File: src/pkg_thermal_defs.svh
// Purpose: Offsets, field positions and reset values of the package thermal registers.
// Assumes: Registers are selected by a small register index on the register port.
// Notes:   Definitions only.
`ifndef PKG_THERMAL_DEFS_SVH
`define PKG_THERMAL_DEFS_SVH

// -----------------------------------------------------------------------------
// Register indices
// -----------------------------------------------------------------------------
`define REG_PKG_STATUS      3'h0
`define REG_PKG_INTR_CTRL   3'h1
`define REG_CORE_STATUS     3'h2
`define REG_CORE_INTR_CTRL  3'h3
`define REG_CAPABILITY      3'h4

// -----------------------------------------------------------------------------
// Status fields
// -----------------------------------------------------------------------------
`define ST_HOT              0
`define ST_HOT_LOG          1
`define ST_EXT_EVT          2
`define ST_EXT_LOG          3
`define ST_CRIT             4
`define ST_CRIT_LOG         5
`define ST_THR1             6
`define ST_THR1_LOG         7
`define ST_THR2             8
`define ST_THR2_LOG         9
`define ST_PWR_LIM          10
`define ST_PWR_LOG          11
`define ST_READOUT_LO       16
`define ST_READOUT_HI       22
`define ST_VALID            31

// -----------------------------------------------------------------------------
// Interrupt control fields
// -----------------------------------------------------------------------------
`define IC_HIGH_EN          0
`define IC_LOW_EN           1
`define IC_EXT_EN           2
`define IC_CRIT_EN          4
`define IC_THR1_LO          8
`define IC_THR1_HI          14
`define IC_THR1_EN          15
`define IC_THR2_LO          16
`define IC_THR2_HI          22
`define IC_THR2_EN          23
`define IC_PWR_EN           24

// Bits of the interrupt control word that software may write.
`define IC_WRITE_MASK       64'h0000_0000_01FF_FF17
`define IC_RESET            64'h0000_0000_0000_0000

// -----------------------------------------------------------------------------
// Capability word fields
// -----------------------------------------------------------------------------
`define CAP_PWR_NOTIFY      4
`define CAP_PKG_THERMAL     6

`endif

File: src/pkg_thermal_pkg.sv
// Purpose: Types shared by the package thermal register bank.
// Assumes: Nothing.
// Notes:   Field positions live in the defs header.
package pkg_thermal_pkg;
    typedef logic [63:0] reg_word_t;
    typedef logic [6:0]  readout_t;
    typedef logic [2:0]  reg_index_t;
endpackage

File: src/thermal_edge_unit.sv
// Purpose: Edge detector and sticky log for one thermal condition.
// Assumes: Condition input is synchronous to the clock.
// Notes:   A new rising edge wins over a software clear in the same cycle.
`timescale 1ns/1ps
module thermal_edge_unit (
    input  wire logic clk,
    input  wire logic srst,
    input  wire logic cond,
    input  wire logic clear,
    output logic      level,
    output logic      rise,
    output logic      fall,
    output logic      log_bit
);
    logic prev;
    logic next_prev;
    logic next_log;

    always_comb begin
        next_prev = cond;
        next_log  = log_bit;
        if (clear) begin
            next_log = 1'b0;
        end
        if (cond && !prev) begin
            next_log = 1'b1;
        end
    end

    always_ff @(posedge clk) begin
        if (srst) begin
            prev    <= 1'b0;
            log_bit <= 1'b0;
        end else begin
            prev    <= next_prev;
            log_bit <= next_log;
        end
    end

    assign level = prev;
    assign rise  = cond && !prev;
    assign fall  = !cond && prev;
endmodule

File: src/pkg_thermal_regs.sv
// Operation
// RQ1 - Live high-temperature status bit, read-only
// RQ2 - High-temperature log sets, clears on zero write
// RQ3 - External throttle event bit plus sticky log
// RQ4 - Critical temperature status plus sticky log
// RQ5 - Threshold one status when readout reaches threshold
// RQ6 - Threshold two status and sticky log
// RQ7 - Power limitation status while limit forces throttling
// RQ8 - Power notification log sets on any throttle
// RQ9 - Seven-bit readout below activation, zero hottest
// RQ10 - High-temperature enable interrupts on rising heat
// RQ11 - Low-temperature enable interrupts on cooling down
// RQ12 - External throttle interrupt needs bidirectional feature
// RQ13 - Critical temperature enable raises interrupt
// RQ14 - Threshold one value compared with readout
// RQ15 - Threshold one interrupt on either crossing
// RQ16 - Threshold two value compared with readout
// RQ17 - Threshold two interrupt on either crossing
// RQ18 - Package power notification enable raises event
// RQ19 - Core power notification via thermal entry, enabled
// RQ20 - Capability flags for notification and package facility
// RQ21 - One register instance shared by all cores
// RQ22 - Core readout valid flag reads one when valid
// RQ23 - Writing one to logs keeps them unchanged
// RQ24 - All enabled sources merge into one event
//
// Purpose: Package thermal status and interrupt control registers with core notification bits.
// Assumes: Register port is a simple indexed read/write port; inputs are synchronous.
// Notes:   Thermal event outputs are one-cycle pulses toward the local interrupt controller.
//          Status bits lag their inputs by one clock, threshold bits by two.
//          Register indices 0 to 4 select the five views; other indices read as zero.
`timescale 1ns/1ps
`include "pkg_thermal_defs.svh"

module pkg_thermal_regs
    import pkg_thermal_pkg::*;
#(
    parameter int READOUT_W = 7
) (
    input  wire logic     CORE_CLK,
    input  wire logic     SRST,
    input  wire logic     REG_WR,
    input  wire logic     REG_RD,
    input  wire reg_index_t REG_INDEX,
    input  wire reg_word_t  REG_WDATA,
    output reg_word_t     REG_RDATA,
    output logic          REG_RVALID,
    input  wire logic     SENSOR_HOT,
    input  wire logic     EXT_THROTTLE,
    input  wire logic     BIDIR_THROTTLE_EN,
    input  wire logic     SENSOR_CRIT,
    input  wire logic     PKG_POWER_LIMITED,
    input  wire logic     CORE_POWER_LIMITED,
    input  wire readout_t SENSOR_READOUT,
    input  wire logic     SENSOR_VALID,
    output logic          PKG_THERMAL_EVENT,
    output logic          CORE_THERMAL_EVENT
);
    // -------------------------------------------------------------------------
    // Register storage
    // -------------------------------------------------------------------------
    reg_word_t pkg_ctrl;
    reg_word_t next_pkg_ctrl;
    reg_word_t core_ctrl;
    reg_word_t next_core_ctrl;
    readout_t  readout;
    readout_t  next_readout;
    logic      readout_valid;
    logic      next_readout_valid;
    logic      wr_pkg_status;
    logic      wr_pkg_ctrl;
    logic      wr_core_status;
    logic      wr_core_ctrl;

    function automatic logic log_clear(input logic sel, input reg_word_t wd, input int bitpos);
        log_clear = sel && !wd[bitpos];
    endfunction

    // Capability flags are fixed: both facilities are always present.
    function automatic reg_word_t capability_word();
        reg_word_t w;
        w = '0;
        w[`CAP_PWR_NOTIFY]  = 1'b1;   // [RQ20]
        w[`CAP_PKG_THERMAL] = 1'b1;
        return w;
    endfunction

    // -------------------------------------------------------------------------
    // Write decode
    // -------------------------------------------------------------------------
    // A write strobe reaches one register only; an unmapped index is dropped.
    always_comb begin
        wr_pkg_status  = REG_WR && (REG_INDEX == `REG_PKG_STATUS);
        wr_pkg_ctrl    = REG_WR && (REG_INDEX == `REG_PKG_INTR_CTRL);
        wr_core_status = REG_WR && (REG_INDEX == `REG_CORE_STATUS);
        wr_core_ctrl   = REG_WR && (REG_INDEX == `REG_CORE_INTR_CTRL);
    end

    // -------------------------------------------------------------------------
    // Condition tracking
    // -------------------------------------------------------------------------
    localparam int NCOND = 7;
    logic [NCOND-1:0] cond;
    logic [NCOND-1:0] clr;
    logic [NCOND-1:0] lvl;
    logic [NCOND-1:0] rise;
    logic [NCOND-1:0] fall;
    logic [NCOND-1:0] lg;
    logic             thr1_hit;
    logic             thr2_hit;
    logic             core_lim_lvl;
    logic             core_lim_rise;
    logic             core_lim_fall;
    logic             core_lim_log;
    logic             core_lim_clr;

    // Lower readout means hotter, so reaching a threshold is readout <= value.
    // An invalid reading never counts as a threshold hit.
    assign thr1_hit = readout_valid &&
                      (readout <= pkg_ctrl[`IC_THR1_HI:`IC_THR1_LO]);  // [RQ5] [RQ14]
    assign thr2_hit = readout_valid &&
                      (readout <= pkg_ctrl[`IC_THR2_HI:`IC_THR2_LO]);  // [RQ6] [RQ16]

    always_comb begin
        cond[0] = SENSOR_HOT;                          // [RQ1]
        cond[1] = EXT_THROTTLE;                        // [RQ3]
        cond[2] = SENSOR_CRIT;                         // [RQ4]
        cond[3] = thr1_hit;                            // [RQ5]
        cond[4] = thr2_hit;                            // [RQ6]
        cond[5] = PKG_POWER_LIMITED;                   // [RQ7]
        cond[6] = PKG_POWER_LIMITED || CORE_POWER_LIMITED; // [RQ8]
        clr[0] = log_clear(wr_pkg_status, REG_WDATA, `ST_HOT_LOG); // [RQ2] [RQ23]
        clr[1] = log_clear(wr_pkg_status, REG_WDATA, `ST_EXT_LOG);
        clr[2] = log_clear(wr_pkg_status, REG_WDATA, `ST_CRIT_LOG);
        clr[3] = log_clear(wr_pkg_status, REG_WDATA, `ST_THR1_LOG);
        clr[4] = log_clear(wr_pkg_status, REG_WDATA, `ST_THR2_LOG);
        clr[5] = 1'b0;
        clr[6] = log_clear(wr_pkg_status, REG_WDATA, `ST_PWR_LOG);
    end

    assign core_lim_clr = log_clear(wr_core_status, REG_WDATA, `ST_PWR_LOG);

    // Each condition has its own edge detector and sticky log.
    // A rise in the cycle of a clearing write keeps the log set, so no event is lost.
    genvar g;
    generate
        for (g = 0; g < NCOND; g++) begin : g_cond
            thermal_edge_unit u_edge (
                .clk     (CORE_CLK),
                .srst    (SRST),
                .cond    (cond[g]),
                .clear   (clr[g]),
                .level   (lvl[g]),
                .rise    (rise[g]),
                .fall    (fall[g]),
                .log_bit (lg[g])
            );
        end
    endgenerate

    thermal_edge_unit u_core_lim (
        .clk     (CORE_CLK),
        .srst    (SRST),
        .cond    (CORE_POWER_LIMITED),
        .clear   (core_lim_clr),
        .level   (core_lim_lvl),
        .rise    (core_lim_rise),
        .fall    (core_lim_fall),
        .log_bit (core_lim_log)
    );

    // -------------------------------------------------------------------------
    // Control registers and readout capture
    // -------------------------------------------------------------------------
    // Reserved positions of a control write are dropped by the mask.
    always_comb begin
        next_pkg_ctrl      = pkg_ctrl;
        next_core_ctrl     = core_ctrl;
        next_readout       = SENSOR_READOUT;        // [RQ9]
        next_readout_valid = SENSOR_VALID;          // [RQ22]
        if (wr_pkg_ctrl) begin
            next_pkg_ctrl = REG_WDATA & `IC_WRITE_MASK;
        end
        if (wr_core_ctrl) begin
            next_core_ctrl = REG_WDATA & `IC_WRITE_MASK;
        end
    end

    always_ff @(posedge CORE_CLK) begin
        if (SRST) begin
            pkg_ctrl      <= `IC_RESET;             // [RQ10] [RQ11]
            core_ctrl     <= `IC_RESET;
            readout       <= 7'h00;
            readout_valid <= 1'b0;
        end else begin
            pkg_ctrl      <= next_pkg_ctrl;
            core_ctrl     <= next_core_ctrl;
            readout       <= next_readout;          // [RQ9]
            readout_valid <= next_readout_valid;    // [RQ22]
        end
    end

    // -------------------------------------------------------------------------
    // Event generation
    // -------------------------------------------------------------------------
    // Sources are gated edges of the tracked conditions. The merged event is
    // registered, so it pulses one clock after the edge is seen at the input.
    logic [6:0] evt_src;
    logic       next_pkg_event;
    logic       next_core_event;

    always_comb begin
        evt_src[0]      = pkg_ctrl[`IC_HIGH_EN] && rise[0];                      // [RQ10]
        evt_src[1]      = pkg_ctrl[`IC_LOW_EN] && fall[0];                       // [RQ11]
        evt_src[2]      = pkg_ctrl[`IC_EXT_EN] && BIDIR_THROTTLE_EN && rise[1];  // [RQ12]
        evt_src[3]      = pkg_ctrl[`IC_CRIT_EN] && rise[2];                      // [RQ13]
        evt_src[4]      = pkg_ctrl[`IC_THR1_EN] && (rise[3] || fall[3]);         // [RQ15]
        evt_src[5]      = pkg_ctrl[`IC_THR2_EN] && (rise[4] || fall[4]);         // [RQ17]
        evt_src[6]      = pkg_ctrl[`IC_PWR_EN] && rise[6];                       // [RQ18]
        next_pkg_event  = |evt_src;                                              // [RQ24]
        next_core_event = core_ctrl[`IC_PWR_EN] && core_lim_rise;                // [RQ19]
    end

    // -------------------------------------------------------------------------
    // Read path
    // -------------------------------------------------------------------------
    reg_word_t next_rdata;
    logic      next_rvalid;
    reg_word_t pkg_status;
    reg_word_t core_status;

    // -------------------------------------------------------------------------
    // Status views
    // -------------------------------------------------------------------------
    always_comb begin
        pkg_status = '0;
        pkg_status[`ST_HOT]      = lvl[0];          // [RQ1]
        pkg_status[`ST_HOT_LOG]  = lg[0];           // [RQ2]
        pkg_status[`ST_EXT_EVT]  = lvl[1];          // [RQ3]
        pkg_status[`ST_EXT_LOG]  = lg[1];
        pkg_status[`ST_CRIT]     = lvl[2];          // [RQ4]
        pkg_status[`ST_CRIT_LOG] = lg[2];
        pkg_status[`ST_THR1]     = lvl[3];
        pkg_status[`ST_THR1_LOG] = lg[3];
        pkg_status[`ST_THR2]     = lvl[4];
        pkg_status[`ST_THR2_LOG] = lg[4];
        pkg_status[`ST_PWR_LIM]  = lvl[5];          // [RQ7]
        pkg_status[`ST_PWR_LOG]  = lg[6];           // [RQ8]
        pkg_status[`ST_READOUT_HI:`ST_READOUT_LO] = readout; // [RQ9]
    end

    always_comb begin
        core_status = '0;
        core_status[`ST_PWR_LIM] = core_lim_lvl;    // [RQ19]
        core_status[`ST_PWR_LOG] = core_lim_log;
        core_status[`ST_READOUT_HI:`ST_READOUT_LO] = readout;
        core_status[`ST_VALID]   = readout_valid;   // [RQ22]
    end

    always_comb begin
        next_rvalid = REG_RD;
        next_rdata  = REG_RDATA;
        if (REG_RD) begin
            case (REG_INDEX)
                `REG_PKG_STATUS:     next_rdata = pkg_status;
                `REG_PKG_INTR_CTRL:  next_rdata = pkg_ctrl;
                `REG_CORE_STATUS:    next_rdata = core_status;
                `REG_CORE_INTR_CTRL: next_rdata = core_ctrl;
                `REG_CAPABILITY:     next_rdata = capability_word(); // [RQ20]
                default:             next_rdata = '0;
            endcase
        end
    end

    // -------------------------------------------------------------------------
    // Output registers
    // -------------------------------------------------------------------------
    // One bank serves every core of the package; cores share this port. [RQ21]
    always_ff @(posedge CORE_CLK) begin
        if (SRST) begin
            REG_RDATA          <= 64'h0;
            REG_RVALID         <= 1'b0;
            PKG_THERMAL_EVENT  <= 1'b0;
            CORE_THERMAL_EVENT <= 1'b0;
        end else begin
            REG_RDATA          <= next_rdata;
            REG_RVALID         <= next_rvalid;
            PKG_THERMAL_EVENT  <= next_pkg_event;
            CORE_THERMAL_EVENT <= next_core_event;
        end
    end

    // -------------------------------------------------------------------------
    // Unused edge outputs
    // -------------------------------------------------------------------------
    logic unused_ok;
    assign unused_ok = &{1'b0, core_lim_fall, fall[6:5], fall[2:1], rise[5]};
endmodule

File: config.mk
export PLATFORM = sky130hd
export DESIGN_NAME = pkg_thermal_regs
export DESIGN_NICKNAME = d
export VERILOG_FILES = /design/src/pkg_thermal_pkg.sv /design/src/thermal_edge_unit.sv /design/src/pkg_thermal_regs.sv
export VERILOG_INCLUDE_DIRS = /design/src /design/src/src
export SDC_FILE = /design/constraint.sdc
export NUM_CORES = 1
export LEC_CHECK = 0
export BUFFER_PORTS_ARGS = -buffer_cell sky130_fd_sc_hd__buf_2
export CAP_MARGIN = 20
export CORE_ASPECT_RATIO = 2
export CORE_MARGIN = 3
export CORE_UTILIZATION = 55
export CTS_CLUSTER_SIZE = 40
export DETAILED_ROUTE_END_ITERATION = 12
export PLACE_DENSITY_LB_ADDON = 0.25
export SYNTH_ARGS = -nofsm -noshare
export SYNTH_HDL_FRONTEND = slang
export SYNTH_HIERARCHICAL = 1
export SYNTH_SLANG_ARGS = --single-unit
File: constraint.sdc
create_clock -name CORE_CLK -period 3.3 [get_ports CORE_CLK]
set_input_delay 0.495 -clock CORE_CLK [delete_from_list [all_inputs] [get_ports CORE_CLK]]
set_output_delay 0.495 -clock CORE_CLK [all_outputs]
set_load 0.02 [all_outputs]
Yosys cells after proc, flatten, opt, wreduce, memory -nomap -nowiden
Cells that the tools add are included.
{"block": "word_totals", "in_bits": 85, "ff_bits": 132, "word_cells": 104, "out_inout_bits": 67}
{"block": "classes", "n_reduce_logical": 60, "n_eq_ne": 4, "n_lt_le_gt_ge": 2, "n_mux": 15}
{"op": "$pmux W32 S5", "count": 1}
{"op": "$logic_and A1 B1 Y1", "count": 32}
{"op": "$logic_not A1 Y1", "count": 16}
{"op": "$le A7 B7 Y1", "count": 2}
{"op": "$mux W1", "count": 14}
{"op": "$reduce_bool A2 Y1", "count": 7}
{"op": "$reduce_or A7 Y1", "count": 1}
{"op": "$eq A3 B2 Y1 const B", "count": 2}
{"op": "$eq A3 B1 Y1 const B", "count": 1}
{"op": "$eq A3 B3 Y1 const B", "count": 1}
{"op": "$logic_not A3 Y1", "count": 1}
{"op": "$logic_or A1 B1 Y1", "count": 3}

Depth between registers and ports, before layout
{"block": "depth", "ltp_word": 7, "mapped_depth": 8, "depth_no_buf": 8}

Cells and area by module
Netlist, hierarchy kept.
{"module": "pkg_thermal_regs", "seq_area_each_um2": 1581.5, "area_per_inst_um2": 3907.5, "cells_per_inst": 468, "n_inst": 1}
{"module": "thermal_edge_unit", "seq_area_each_um2": 40.0, "area_per_inst_um2": 85.1, "cells_per_inst": 7, "n_inst": 8}

Worst setup path before layout
Ideal clock, no wire load.
{"block": "synth_path", "kind": "reg2reg", "from": "register pkg_ctrl[20]", "to": "register PKG_THERMAL_EVENT", "t_arrival_ps": 1766, "path_buffers": 0, "slack_ps": 1386, "path_stages_with_launch": 9, "required_ps": 3151, "period_less_slack_ps": 1914, "setup_ps": 149, "cell_sequence": "dfxtp_1 inv_1 ha_1 a211oi_1 nor2_1 o41ai_1 and2b_2 o21ai_0 a41oi_1"}
{"block": "synth_via", "elab_chain_len": 7, "elab_cells_between_ends": 8, "classes_between": "1 x order compare; 7 x reduce/logical"}
{"element": "start: declaration", "line_no": "pkg_thermal_regs.sv:62", "rtl": "reg_word_t pkg_ctrl;"}
{"element": "start signal: assignment", "line_no": "pkg_thermal_regs.sv:191", "rtl": "pkg_ctrl <= `IC_RESET;"}
{"element": "start signal: assignment", "line_no": "pkg_thermal_regs.sv:196", "rtl": "pkg_ctrl <= next_pkg_ctrl;"}
{"element": "$le A7 B7 Y1", "line_no": "pkg_thermal_regs.sv:122", "rtl": "(readout <= pkg_ctrl[`IC_THR2_HI:`IC_THR2_LO]);"}
{"element": "$logic_and A1 B1 Y1", "line_no": "pkg_thermal_regs.sv:121", "rtl": "assign thr2_hit = readout_valid &&"}
{"element": "net cond[4]", "line_no": "pkg_thermal_regs.sv:103", "rtl": "logic [NCOND-1:0] cond;"}
{"element": "$logic_not A1 Y1", "line_no": "thermal_edge_unit.sv:42", "rtl": "assign fall = !cond && prev;"}
{"element": "$logic_and A1 B1 Y1", "line_no": "thermal_edge_unit.sv:42"}
{"element": "net fall[4]", "line_no": "pkg_thermal_regs.sv:107", "rtl": "logic [NCOND-1:0] fall;"}
{"element": "$logic_or A1 B1 Y1", "line_no": "pkg_thermal_regs.sv:218", "rtl": "evt_src[5] = pkg_ctrl[`IC_THR2_EN] && (rise[4] || fall[4]);"}
{"element": "$logic_and A1 B1 Y1", "line_no": "pkg_thermal_regs.sv:218"}
{"element": "$reduce_or A7 Y1", "line_no": "pkg_thermal_regs.sv:220", "rtl": "next_pkg_event = |evt_src;"}
{"element": "end signal: assignment", "line_no": "pkg_thermal_regs.sv:288", "rtl": "PKG_THERMAL_EVENT <= next_pkg_event;"}
{"element": "end: declaration", "line_no": "pkg_thermal_regs.sv:56", "rtl": "output logic PKG_THERMAL_EVENT,"}
The timed path passes the listed nets, and every way through them passes these cells.
A chain may end at the register's enable or synchronous reset.

Worst setup path after layout
{"block": "layout_path", "from": "register pkg_ctrl[10]", "to": "register PKG_THERMAL_EVENT"}
{"block": "layout_via", "elab_chain_len": 7, "elab_cells_between_ends": 8, "classes_between": "1 x order compare; 7 x reduce/logical"}
{"element": "$le A7 B7 Y1", "line_no": "pkg_thermal_regs.sv:120", "rtl": "(readout <= pkg_ctrl[`IC_THR1_HI:`IC_THR1_LO]);"}
{"element": "$logic_and A1 B1 Y1", "line_no": "pkg_thermal_regs.sv:119", "rtl": "assign thr1_hit = readout_valid &&"}
{"element": "net cond[3]", "line_no": "pkg_thermal_regs.sv:103"}
{"element": "$logic_not A1 Y1", "line_no": "thermal_edge_unit.sv:42"}
{"element": "$logic_and A1 B1 Y1", "line_no": "thermal_edge_unit.sv:42"}
{"element": "net fall[3]", "line_no": "pkg_thermal_regs.sv:107"}
{"element": "$logic_or A1 B1 Y1", "line_no": "pkg_thermal_regs.sv:217", "rtl": "evt_src[4] = pkg_ctrl[`IC_THR1_EN] && (rise[3] || fall[3]);"}
{"element": "$logic_and A1 B1 Y1", "line_no": "pkg_thermal_regs.sv:217"}
{"element": "$reduce_or A7 Y1", "line_no": "pkg_thermal_regs.sv:220"}
The timed path passes the listed nets, and every way through them passes these cells.

==> flow_summary.toml <==
[cts]
cts-htree-levels = 3
cts_root_buffer = "clkbuf_16"
numCtsBuffers = 9
clock_path_buffers = 2
clock_latency_ns = 0.34
clock-sinks = 94
hold_buffers = 0
clk_pin_slew_ns = 0.06
postCtsSetupRepairBufs = 0
cts_tree = "yes"
post_cts_resized = 0

[die]
floorplan.initialDensity = 0.5658
rows = 46
coreArea_um2 = 7943
die_h_um = 133.8
dieArea_um2 = 9358
io_pins = 152
die_width_um = 69.92

[routing]
detail_route.wl_per_cell_um = 15.05
firstDrtPassIters = 4
dr.first_iter.drc_count = 233
viasPerCell = 5.325
vias = 3600
wl_um = 10180
final_antenna_net_count = 0
drc = 0

[power]
power_per_cell_area_nw_per_um2 = 498.6
ir_worst_vdd_v = 0.0003131
leakagePower_nw = 2.174
power_mw = 2.517

[status]
status = "completed"

[critical_path]
critPathRequiredTime_ns = 3.49
r2r_cells = 8
cpMostUsedCell = "a21oi_1"
startpoint_type = "flip-flop"
path_max_fanout = 3
critPathKind = "flip-flop to flip-flop"
path_cells = "inv_1 > ha_1 > a21oi_1 > a21oi_1 > o41ai_1 > and2b_2 > o21ai_0 > a41oi_1"
cp_slowest_cell = "o41ai_1"
arrival_ns = 2.55
slowest_delay_ns = 0.59
end_kind = "flip-flop"

[timing]
finalSetupViolCount = 0
clock_skew_ns = 0.005909
whs_ns = 0.3565
fmax_mhz = 423.2
maxSlewViolCount = 0
relSlewSlack = 0.4669
tns_ns = 0
min_period_over_period = 0.7160
finalHoldViolations = 0
tightestPinTransition_ns = 0.7996
rsz0062_at_grt = "false"
min_period_ns = 2.363

[hold_path]
hold_path.class = "primary input to flip-flop"
min_path_cells = 2

[global_routing]
grt_overflow = 0
use_met3 = 0.04501
antenna_found_initial = 0
grtUsageTotal = 0.2184
grt_first_pass_wirelength_um = 16200
grt_pass1_vias = 3485
busiest_layer = "met2"
grt.met2_usage = 0.4020
use_met1 = 0.2321
grt_max_degree = 62

[flow_run]
max_cap_viol_count = 0

[placed_design]
post-place-cells = 660
dp_hpwl_um = 7126
place_congestion = 0.8224
portBuffers = 73

[cells_and_area]
stdcell_count = 676
area_growth_pct = 12.33
nets = 674
nFillCells = 681
num_antenna_cells = 0
drive_gt1_frac = 0.1983

[logic_synthesis]
ys.warnings.count = 6
synth_area_um2 = 4494
syn_inst = 515
avgSynthCellArea_um2 = 8.727
-- layout make-up --
type                            instances  area [µm²]  area share
Multi-Input combinational cell        372        2255      0.4466
Tap cell                               96       120.1     0.02379
Inverter                               19       71.32     0.01413
Timing Repair Buffer                   79       410.4     0.08129
Clock inverter                          5       57.56     0.01140
Clock buffer                           11       252.7     0.05006
Sequential cell                        94        1882      0.3727
-- power by group --
group          switching (mW)  internal, mW
combinational           0.166        0.0996
clock                   0.431         0.628
sequential             0.0232          1.17
total                   0.620          1.90
-- through the flow --
step	util	setup WS (ns)	cell area, µm²
2_1_floorplan	-	1.386	4633
3_3_place_gp	0.5966	0.8898	4738
3_5_place_dp	0.5966	0.8928	4738
5_1_grt	0.6356	0.9186	5049
4_1_cts	0.6356	1.008	5049
6_report	0.6356	0.9372	5049
-- final timing paths --
path | startpoint | end | slack (ns)
max | pkg_ctrl[10]$_SDFFE_PP0P_ | PKG_THERMAL_EVENT$_SDFF_PP0_ | 0.94
min | SENSOR_READOUT[1] | readout[1]$_SDFF_PP0_ | 0.36
max reg2reg | pkg_ctrl[10]$_SDFFE_PP0P_ | PKG_THERMAL_EVENT$_SDFF_PP0_ | 0.94
min reg2reg | core_ctrl[24]$_SDFFE_PP0P_ | CORE_THERMAL_EVENT$_SDFF_PP0_ | 0.44
-- flip-flops by register name, summed over array words and instances, names as in the netlist --
signal and cells:
pkg_ctrl 21, u_core_lim/log_bit 1, REG_RVALID 1, REG_RDATA 26, g_cond.u_edge/log_bit 6, g_cond.u_edge/level 7
readout 7, core_ctrl 21, CORE_THERMAL_EVENT 1, u_core_lim/level 1, readout_valid 1, PKG_THERMAL_EVENT 1
-- metal layers --
layer	routed length (µm)	up-vias	share of wire
li1	-	1778	-
met1	3898	1682	0.38
met2	5443	118	0.53
met3	537	22	0.053
met4	297	0	0.029
met5	0	-	0
-- critical path: cells and delay by family, from the launching register on --
kind                       cells  cell delay [ns]
AOI/OAI and AO/OA              5             1.16
and+or+nand+nor                1             0.29
buffers and inverters          1             0.07
DFF                            1             0.35
adders and majority gates      1             0.34
-- placed cells by master, fill, tap and decap left out, types with 2 or more instances in the layout --
cell type and count:
nor2_1 26, and2_1 2, nor2b_4 7, nand4_1 5, a22o_1 4, o21ai_0 4
or2_2 3, clkinv_2 2, clkinv_4 2, o21ai_2 5, a211oi_1 2, and2b_2 3
conb_1 38, clkbuf_16 9, o22ai_1 2, dfxtp_1 94, o21ai_1 3, ha_1 14
o41ai_1 2, mux2i_1 17, o21ba_1 7, mux2_1 6, nand3b_1 3, nand2b_1 13
inv_1 19, o32ai_1 6, a2bb2oi_1 5, nand2_1 85, a21oi_1 57, clkbuf_8 2
buf_2 73, buf_4 6, nand3_1 4, a211o_1 7, and4b_1 2, nor2b_1 30
(Power assumes the default switching activity.)
